[src/core/pcmpm_pkg.sv]
`default_nettype none

package pcmpm_pkg;

  // ----------------------------------------
  // Strap codes and link framing
  // ----------------------------------------
  localparam logic [1:0] TERN_N = 2'h0;
  localparam logic [1:0] TERN_O = 2'h1;
  localparam logic [1:0] TERN_P = 2'h2;
  localparam int WORD_BITS = 16;
  localparam int SLOT_BITS = 32;
  localparam int CNT_W = 9;
  localparam logic [CNT_W-1:0] CNT_MAX = 9'h1FF;

  // ----------------------------------------
  // Register map
  // ----------------------------------------
  localparam logic [7:0] REG_CTRL = 8'h00;
  localparam logic [7:0] REG_STATUS = 8'h04;
  localparam logic [7:0] REG_LATCH = 8'h08;
  localparam int CTRL_W = 7;
  localparam int CTRL_PWRDN_BIT = 0;
  localparam int CTRL_SBDIR_LSB = 1;
  localparam int CTRL_CIDIR_LSB = 3;
  localparam logic [CTRL_W-1:0] CTRL_RESET = 7'h01;
  localparam logic [1:0] HTRANS_NONSEQ = 2'h2;

  // ----------------------------------------
  // Carriers
  // ----------------------------------------
  typedef struct packed {
    logic valid;
    logic bus_mode;
    logic fast;
    logic [2:0] slot;
  } pcmpm_cfg_t;

  typedef struct packed {
    logic mode;
    logic [1:0] ts1;
    logic [1:0] ts2;
    logic sclk;
    logic dir;
    logic sdat;
    logic [5:0] sig_in;
    logic [1:0] sb;
    logic bus_data_clock;
    logic bus_frame_strobe;
    logic dd;
    logic [1:0] ind;
    logic [3:0] ci;
  } pcmpm_pins_t;

  function automatic pcmpm_cfg_t pcmpm_decode(input logic mode, input logic [1:0] ts1, input logic [1:0] ts2);
    pcmpm_cfg_t c;
    c = '{valid: 1'b1, bus_mode: mode, fast: 1'b1, slot: 3'h0};
    case ({ts1, ts2})
      {TERN_O, TERN_O}: c.slot = 3'h0;
      {TERN_O, TERN_N}: c.slot = 3'h1;
      {TERN_P, TERN_O}: c.slot = 3'h2;
      {TERN_P, TERN_N}: c.slot = 3'h3;
      {TERN_O, TERN_P}: c.slot = 3'h4;
      {TERN_N, TERN_O}: c.slot = 3'h5;
      {TERN_P, TERN_P}: c.slot = 3'h6;
      {TERN_N, TERN_P}: c.slot = 3'h7;
      default: c.fast = 1'b0;
    endcase
    return c;
  endfunction

endpackage : pcmpm_pkg

`default_nettype wire

[src/core/pcmpm_top.sv]
`default_nettype none

module pcmpm_top import pcmpm_pkg::*; (
  // Clock and reset
  input wire logic clk_i,
  input wire logic srst_i,
  // AHB-Lite slave
  input wire logic hsel_i,
  input wire logic [31:0] haddr_i,
  input wire logic [1:0] htrans_i,
  input wire logic hwrite_i,
  input wire logic [2:0] hsize_i,
  input wire logic [31:0] hwdata_i,
  input wire logic hready_i,
  output logic [31:0] hrdata_o,
  output logic hreadyout_o,
  output logic hresp_o,
  // Straps
  input wire logic mode_select_i,
  input wire logic [1:0] slot_strap_first_i,
  input wire logic [1:0] slot_strap_second_i,
  // Slot-link port
  input wire logic slave_clock_i,
  input wire logic dir_strobe_i,
  input wire logic shared_serial_data_pin_i,
  output logic shared_serial_data_pin_o,
  output logic shared_serial_data_pin_oe_o,
  input wire logic [5:0] sig_in_i,
  output logic [5:0] sig_out_o,
  input wire logic [1:0] sig_bidir_i,
  output logic [1:0] sig_bidir_o,
  output logic [1:0] sig_bidir_oe_o,
  // Multiplexed-bus port
  input wire logic bus_data_clock_i,
  input wire logic bus_frame_strobe_i,
  input wire logic downstream_data_in_i,
  output logic upstream_data_out_o,
  input wire logic [1:0] indication_in_i,
  output logic [4:0] command_out_o,
  input wire logic [3:0] cmd_ind_bidir_i,
  output logic [3:0] cmd_ind_bidir_o,
  output logic [3:0] cmd_ind_bidir_oe_o,
  output logic power_down_o
);

  // ----------------------------------------
  // Input synchronisers
  // ----------------------------------------
  pcmpm_pins_t pins_raw, sync1_q, sync2_q;
  assign pins_raw = {mode_select_i, slot_strap_first_i, slot_strap_second_i, slave_clock_i, dir_strobe_i,
                     shared_serial_data_pin_i, sig_in_i, sig_bidir_i, bus_data_clock_i, bus_frame_strobe_i,
                     downstream_data_in_i, indication_in_i, cmd_ind_bidir_i};

  always_ff @(posedge clk_i) begin
    sync1_q <= pins_raw;
    sync2_q <= sync1_q;
  end

  // ----------------------------------------
  // Strap capture
  // ----------------------------------------
  // Straps are static, so one capture after reset release avoids mid-frame slot jumps
  pcmpm_cfg_t cfg_q;
  always_ff @(posedge clk_i) begin
    if (srst_i) begin
      cfg_q <= '0;
    end else if (!cfg_q.valid) begin
      cfg_q <= pcmpm_decode(sync2_q.mode, sync2_q.ts1, sync2_q.ts2);
    end
  end

  // ----------------------------------------
  // Control register
  // ----------------------------------------
  logic [CTRL_W-1:0] ctrl_q;
  logic wr_pend_q;
  logic [7:0] addr_q;
  logic pwrdn;
  logic [1:0] sb_dir;
  logic [3:0] ci_dir;
  assign pwrdn = ctrl_q[CTRL_PWRDN_BIT];
  assign sb_dir = ctrl_q[CTRL_SBDIR_LSB +: 2];
  assign ci_dir = ctrl_q[CTRL_CIDIR_LSB +: 4];

  always_ff @(posedge clk_i) begin
    if (srst_i) begin
      ctrl_q <= CTRL_RESET;
    end else if (wr_pend_q && addr_q == REG_CTRL) begin
      ctrl_q <= hwdata_i[CTRL_W-1:0];
    end
  end

  // ----------------------------------------
  // Link edge detection
  // ----------------------------------------
  logic lclk, strb, rxd, lclk_prev_q, strb_q, rise, fall, run, frame_edge;
  assign lclk = cfg_q.bus_mode ? sync2_q.bus_data_clock : sync2_q.sclk;
  assign strb = cfg_q.bus_mode ? sync2_q.bus_frame_strobe : sync2_q.dir;
  assign rxd = cfg_q.bus_mode ? sync2_q.dd : sync2_q.sdat;
  assign rise = lclk && !lclk_prev_q;
  assign fall = !lclk && lclk_prev_q;
  assign run = cfg_q.valid && !(cfg_q.bus_mode && pwrdn);
  // Slot-link restarts the count on both strobe edges, bus mode on the rising one only
  assign frame_edge = rise && (strb != strb_q) && (cfg_q.bus_mode ? strb : 1'b1);

  always_ff @(posedge clk_i) begin
    if (srst_i) begin
      lclk_prev_q <= 1'b0;
      strb_q <= 1'b0;
    end else begin
      lclk_prev_q <= lclk;
      if (rise) begin
        strb_q <= strb;
      end
    end
  end

  // ----------------------------------------
  // Bit counter and slot window
  // ----------------------------------------
  logic [CNT_W-1:0] cnt_q, cnt_n, win_start;
  logic tx_win_n, rx_win;
  assign cnt_n = frame_edge ? '0 : ((cnt_q == CNT_MAX) ? cnt_q : cnt_q + 1'b1);
  assign win_start = (cfg_q.bus_mode && cfg_q.fast) ? CNT_W'(cfg_q.slot * SLOT_BITS) : '0;
  assign tx_win_n = (cnt_n >= win_start) && (cnt_n < win_start + CNT_W'(WORD_BITS)) && (cfg_q.bus_mode || !strb);
  assign rx_win = (cnt_q >= win_start) && (cnt_q < win_start + CNT_W'(WORD_BITS)) && (cfg_q.bus_mode || strb_q);

  always_ff @(posedge clk_i) begin
    if (srst_i) begin
      cnt_q <= CNT_MAX;
    end else if (rise) begin
      cnt_q <= cnt_n;
    end
  end

  // ----------------------------------------
  // Transmit path
  // ----------------------------------------
  logic [WORD_BITS-1:0] tx_word, tx_sh_q;
  logic txd_q, sdat_oe_q;
  assign tx_word = cfg_q.bus_mode ? {sync2_q.ind, sync2_q.ci, 10'h000}
                                  : {sync2_q.sig_in, sync2_q.sb, 8'h00};

  always_ff @(posedge clk_i) begin
    if (srst_i) begin
      tx_sh_q <= '0;
      txd_q <= 1'b1;
      sdat_oe_q <= 1'b0;
    end else if (!run) begin
      txd_q <= 1'b1;
      sdat_oe_q <= 1'b0;
    end else if (rise) begin
      sdat_oe_q <= !cfg_q.bus_mode && tx_win_n;
      if (tx_win_n && cnt_n == win_start) begin
        txd_q <= tx_word[WORD_BITS-1];
        tx_sh_q <= {tx_word[WORD_BITS-2:0], 1'b0};
      end else if (tx_win_n) begin
        txd_q <= tx_sh_q[WORD_BITS-1];
        tx_sh_q <= {tx_sh_q[WORD_BITS-2:0], 1'b0};
      end else begin
        txd_q <= 1'b1;
      end
    end
  end

  // ----------------------------------------
  // Receive path and output latches
  // ----------------------------------------
  // Outputs only move once a whole word is in, so a torn frame never reaches the pins
  logic [WORD_BITS-1:0] rx_sh_q, rx_full;
  logic [4:0] rx_cnt_q;
  logic [5:0] sig_out_q;
  logic [1:0] sb_out_q;
  logic [4:0] cmd_out_q;
  logic [3:0] ci_out_q;
  assign rx_full = {rx_sh_q[WORD_BITS-2:0], rxd};

  always_ff @(posedge clk_i) begin
    if (srst_i) begin
      rx_sh_q <= '0;
      rx_cnt_q <= '0;
      sig_out_q <= '0;
      sb_out_q <= '0;
      cmd_out_q <= '0;
      ci_out_q <= '0;
    end else if (frame_edge) begin
      rx_cnt_q <= '0;
    end else if (run && fall && rx_win && rx_cnt_q < 5'(WORD_BITS)) begin
      rx_sh_q <= rx_full;
      rx_cnt_q <= rx_cnt_q + 5'h01;
      if (rx_cnt_q == 5'(WORD_BITS - 1)) begin
        if (cfg_q.bus_mode) begin
          cmd_out_q <= rx_full[15:11];
          ci_out_q <= rx_full[10:7];
        end else begin
          sig_out_q <= rx_full[15:10];
          sb_out_q <= rx_full[9:8];
        end
      end
    end
  end

  // ----------------------------------------
  // Pin direction
  // ----------------------------------------
  logic [1:0] sb_oe_q;
  logic [3:0] ci_oe_q;
  always_ff @(posedge clk_i) begin
    if (srst_i) begin
      sb_oe_q <= '0;
      ci_oe_q <= '0;
    end else begin
      sb_oe_q <= (cfg_q.valid && !cfg_q.bus_mode) ? sb_dir : 2'h0;
      ci_oe_q <= (cfg_q.valid && cfg_q.bus_mode) ? ci_dir : 4'h0;
    end
  end

  // ----------------------------------------
  // AHB-Lite slave, zero wait states
  // ----------------------------------------
  logic [31:0] hrdata_q, rd_mux;
  logic [CTRL_W-1:0] ctrl_view;
  logic accept;
  assign accept = hsel_i && hready_i && htrans_i == HTRANS_NONSEQ;
  // Bypass so a read right after a write to the same register sees the new value
  assign ctrl_view = (wr_pend_q && addr_q == REG_CTRL) ? hwdata_i[CTRL_W-1:0] : ctrl_q;

  always_comb begin
    rd_mux = 32'h0000_0000;
    if (haddr_i[7:0] == REG_CTRL) begin
      rd_mux = {25'h0, ctrl_view};
    end else if (haddr_i[7:0] == REG_STATUS) begin
      rd_mux = {12'h000, sync2_q.ci, sync2_q.ind, sync2_q.sb, sync2_q.sig_in, cfg_q.slot, cfg_q.fast,
                cfg_q.bus_mode, cfg_q.valid};
    end else if (haddr_i[7:0] == REG_LATCH) begin
      rd_mux = {15'h0, ci_out_q, cmd_out_q, sb_out_q, sig_out_q};
    end
  end

  always_ff @(posedge clk_i) begin
    if (srst_i) begin
      wr_pend_q <= 1'b0;
      addr_q <= 8'h00;
      hrdata_q <= 32'h0000_0000;
    end else begin
      wr_pend_q <= accept && hwrite_i;
      if (accept) begin
        addr_q <= haddr_i[7:0];
        hrdata_q <= hwrite_i ? 32'h0000_0000 : rd_mux;
      end
    end
  end

  // ----------------------------------------
  // Outputs
  // ----------------------------------------
  assign hrdata_o = hrdata_q;
  assign hreadyout_o = 1'b1;
  assign hresp_o = 1'b0;
  assign shared_serial_data_pin_o = txd_q;
  assign shared_serial_data_pin_oe_o = sdat_oe_q;
  assign upstream_data_out_o = txd_q;
  assign sig_out_o = sig_out_q;
  assign sig_bidir_o = sb_out_q;
  assign sig_bidir_oe_o = sb_oe_q;
  assign command_out_o = cmd_out_q;
  assign cmd_ind_bidir_o = ci_out_q;
  assign cmd_ind_bidir_oe_o = ci_oe_q;
  assign power_down_o = ctrl_q[CTRL_PWRDN_BIT];
endmodule : pcmpm_top

`default_nettype wire

[config.mk]
export PLATFORM = sky130hd
export DESIGN_NAME = pcmpm_top
export DESIGN_NICKNAME = d
export VERILOG_FILES = /design/src/core/pcmpm_pkg.sv /design/src/core/pcmpm_top.sv
export SDC_FILE = /design/constraint.sdc
export NUM_CORES = 1
export LEC_CHECK = 0
export ABC_AREA = 1
export BUFFER_PORTS_ARGS = -buffer_cell sky130_fd_sc_hd__clkbuf_2
export CAP_MARGIN = 0
export CORE_MARGIN = 2
export CORE_UTILIZATION = 50
export CTS_CLUSTER_SIZE = 8
export DETAILED_ROUTE_END_ITERATION = 8
export PLACE_DENSITY = 0.76
export SKIP_LAST_GASP = 1
export SYNTH_ARGS = -nofsm -noshare
export SYNTH_HDL_FRONTEND = slang
export SYNTH_SLANG_ARGS = --single-unit
[constraint.sdc]
create_clock -name clk_i -period 3.6 [get_ports clk_i]
set_input_delay 0.36 -clock clk_i [delete_from_list [all_inputs] [get_ports clk_i]]
set_output_delay 0.36 -clock clk_i [all_outputs]
set_load 0.01 [all_outputs]
==> key figures <==
Status
  – Status: completed

Power
  – Leakage dissipation: 3.21 nW
  – Power Density: 547 nW/um^2
  – Peak supply drop: about 0.41 mV

Global routing
  – Grt total ovfl: 0
  – Global-route wire length before repair: 21.8 mm
  – Vias in the first global route: between 4000 and 5000
  – Initial antenna violation count: 0
  – GRT Util Overall: 21.5%
  – Largest net degree at the start of global routing: 53

Final layout
  – Final nets: a little over 900
  – Multi-input gate area: 2390 sq um
  – Final Util: between 60 and 70%
  – Fin area: 7140 sq um
  – Filler Cell Count: slightly above 1000
  – Area Growth Syn to Fin: 18.8%
  – Non-Filler Instances: about 980
  – Share of cells above drive strength 1: 19.5%
  – Antenna diode count: 0
  – Reg area: between 3000 and 4000 sq um

Detailed routing
  – Initial drt markers: approximately 330
  – Routed len/inst: around 14 microns
  – Routed Antenna Nets: 0
  – Via count: 4971
  – DRC viols: 0
  – Vias/cell: between 5 and 6
  – WL final: about 13 mm
  – Drt first pass iters: 5

Critical path
  – Worst Path Max Fanout: 16
  – Largest stage delay, worst path: about 400 ps
  – Setup Crit Path Kind: flop to flop
  – Top delay family on crit path: simple AND/OR/NAND/NOR gates
  – CP Capture Type: flop
  – Crit-path slowest cell: dfxtp_1
  – Req. time, crit path: slightly below 4000 ps
  – Crit path cell chain: ha_1 -> nand2_1 -> nor2_4 -> nand3_2 -> nand2_1 -> nor2_1 -> xor2_1 -> nand2_1 -> inv_1 -> ha_1 -> inv_1 -> nor2_1 -> nor3_1 -> nand2_1 -> nor2_4 -> nand3_4 -> nand2_4 -> nand3_4 -> a21oi_1 -> nor2_1
  – Data arrival time of the critical path: between 3000 and 4000 ps
  – Most used cell, CP: nand2_1
  – Worst path buffer plus inverter count: 2
  – CP Launch Type: flop

Floorplanning
  – Die Width: about 110 microns
  – IO Pins: 160
  – Die footprint: 12900 sq um
  – Die Ht: 114 microns
  – Row cnt: 40
  – Initial core utilization: 50.7%
  – CORE AREA: between 10000 and 15000 sq um

Clock network
  – Clock-pin slew on the worst setup and hold paths: ~60 ps
  – Post-CTS setup buffers: 0
  – Num CTS Buffers: 17
  – # resized after CTS: 0
  – Clk Tree Root Cell: clkbuf_16
  – CTS max path bufs: 2
  – H-tree depth: 4
  – Clock Latency Late Sink: about 430 ps
  – Clock sink count: roughly 160
  – CTS hold repair buffers: 0
  – TritonCTS clock tree: yes

Timing
  – Least-Margin Pin Slew: 859 ps
  – Final Slew Violations: 0
  – Final min period: 3250 ps
  – Relative slew margins: between 40 and 50%
  – Final Hold Viols: 0
  – Fmax: 0.308 GHz
  – Fin crit share: ~90%
  – # setup viols final: 0
  – Fin Clk Skew: 5.16 ps
  – Final setup margin: ~350 ps

Synthesis
  – Asr flop ratio synth: 0%
  – Synth Area per Inst: about 8.3 sq um
  – Syn Inst Count: between 700 and 800
  – Cell variety after synth: 45
  – Main area contributors after synthesis: dfxtp_1 52%, nand2_1 7.4%, o21ai_0 6.1%, inv_1 5.1%, nor2_1 4.9%
  – Yosys reg bits: around 160
  – Yosys Warn Count: 0
  – Synth area leader: dfxtp_1
  – Post-synth EDFFs: 0
  – Ys flop type: dfxtp_1
  – Post-synthesis sequential area ratio: 51.6%
  – Post-synth design cell area: approximately 6000 sq um
  – Top cell type's share of synthesized area: between 50% and 60%

Place
  – Routability cong.: ~0.86
  – DPL Wire Length: roughly 9.4 mm
  – Placed inst area: ~6600 sq um
  – Port buffer count: a little over 90
  – DP Worst Slack: 336 ps
  – Placed Cells: approximately 950

Worst hold path
  – Class of the worst hold path: input port to flop

Job
  – Max_cap viols: 0
==> area by class of cell <==
class                   count  area share, %
flip-flops and latches    155           43.5
well taps                 147           2.58
multi-input cells         459           33.4
repair buffers            106           7.89
clock buffers              17           5.96
clock inverters            15           2.16
inverters                  85           4.50
==> final timing paths <==
kind | startpoint | end | slack (ps) | cells after the start
min | slot_strap_first_i[0] | sync1_q[22] | 30 | 1
min reg2reg | sync1_q[1] | sync2_q[1] | 320 | 0
max reg2reg | cnt_q[0] | tx_sh_q[9] | 350 | 20
max | cnt_q[0] | tx_sh_q[9] | 350 | 20
==> cells in the final DEF, fill, tap and decap left out, types with 6 or more instances in the layout <==
cell type  instances
dfxtp_1          155
nand2_1          118
clkbuf_2          93
inv_1             82
nor2_1            79
o21ai_0           73
a21oi_1           50
nand3_1           27
clkbuf_16         17
conb_1            14
buf_4             13
a31oi_1           12
ha_1              12
nand4_1           10
nor3_1             6
mux2i_1            6
==> where the power goes <==
part           leakage (nW)  internal, mW  switching [mW]
Sequential             1.27          1.77          0.0431
Clock                 0.269         0.973           0.759
Combinational          1.67         0.128           0.229
Total                  3.21          2.87            1.03
==> per-stage QoR <==
step | TNS (ps) | total power, mW | hold slack [ps]
4_1_cts | 0 | 3.93 | 14.3
2_1_floorplan | 0 | 2.11 | 310
3_5_place_dp | 0 | 2.20 | 312
6_report | 0 | 3.90 | 30.3
5_1_grt | -9.37 | 4.07 | 11.2
3_3_place_gp | 0 | 2.19 | 310
==> cells by family after synthesis <==
logic type | after synthesis | share of synthesized area, %
DFF | 155 | 51.6
muxes | 6 | 0.999
AOI/OAI and AO/OA | 158 | 14.3
buffers and inverters | 126 | 9.47
adders and majority gates | 12 | 2.50
other | 2 | 0.125
and+or+nand+nor | 266 | 20.5
xor gates and xnor gates | 3 | 0.437
==> flip-flops by register name (all words and copies together) (netlist names) <==
signal / flops
cmd_ind_bidir_oe_o: 4
sig_out_o: 6
lclk_prev_q: 1
ctrl_q: 7
sync1_q: 25
sig_bidir_oe_o: 2
rx_cnt_q: 5
shared_serial_data_pin_o: 1
sig_bidir_o: 2
tx_sh_q: 7
wr_pend_q: 1
command_out_o: 5
cfg_q: 6
addr_q: 8
hrdata_o: 20
strb_q: 1
shared_serial_data_pin_oe_o: 1
rx_sh_q: 15
cnt_q: 9
cmd_ind_bidir_o: 4
sync2_q: 25
==> per-layer routing <==
layer	global-route usage [%]	up-vias	wire length (microns)
met5	0	-	0
met1	27.5	2226	6090
met4	7.97	0	245
li1	-	2546	-
met2	34.0	175	6060
met3	7.39	24	902
==> cells in the mapped netlist, types with 4 or more instances <==
master / instances
nand2_1: 118
nand4_1: 10
o21ai_0: 73
buf_2: 6
mux2i_1: 6
nor3_1: 6
a21oi_1: 50
ha_1: 12
nor2_1: 79
a211oi_1: 5
a31oi_1: 12
dfxtp_1: 155
nand2_2: 5
buf_6: 4
clkbuf_1: 16
nand3_1: 28
nor2_4: 4
buf_4: 15
inv_1: 82
==> worst register-to-register path, stage by stage, from the launching register on <==
cell and delay [ps]:
dfxtp_1 400, ha_1 230, nand2_1 120, nor2_4 190, nand3_2 200, nand2_1 160, nor2_1 60, xor2_1 130
nand2_1 90, inv_1 50, ha_1 300, inv_1 70, nor2_1 40, nor3_1 150, nand2_1 120, nor2_4 160
nand3_4 190, nand2_4 130, nand3_4 140, a21oi_1 160, nor2_1 50
Note: power is estimated with default switching activity, not from simulation.
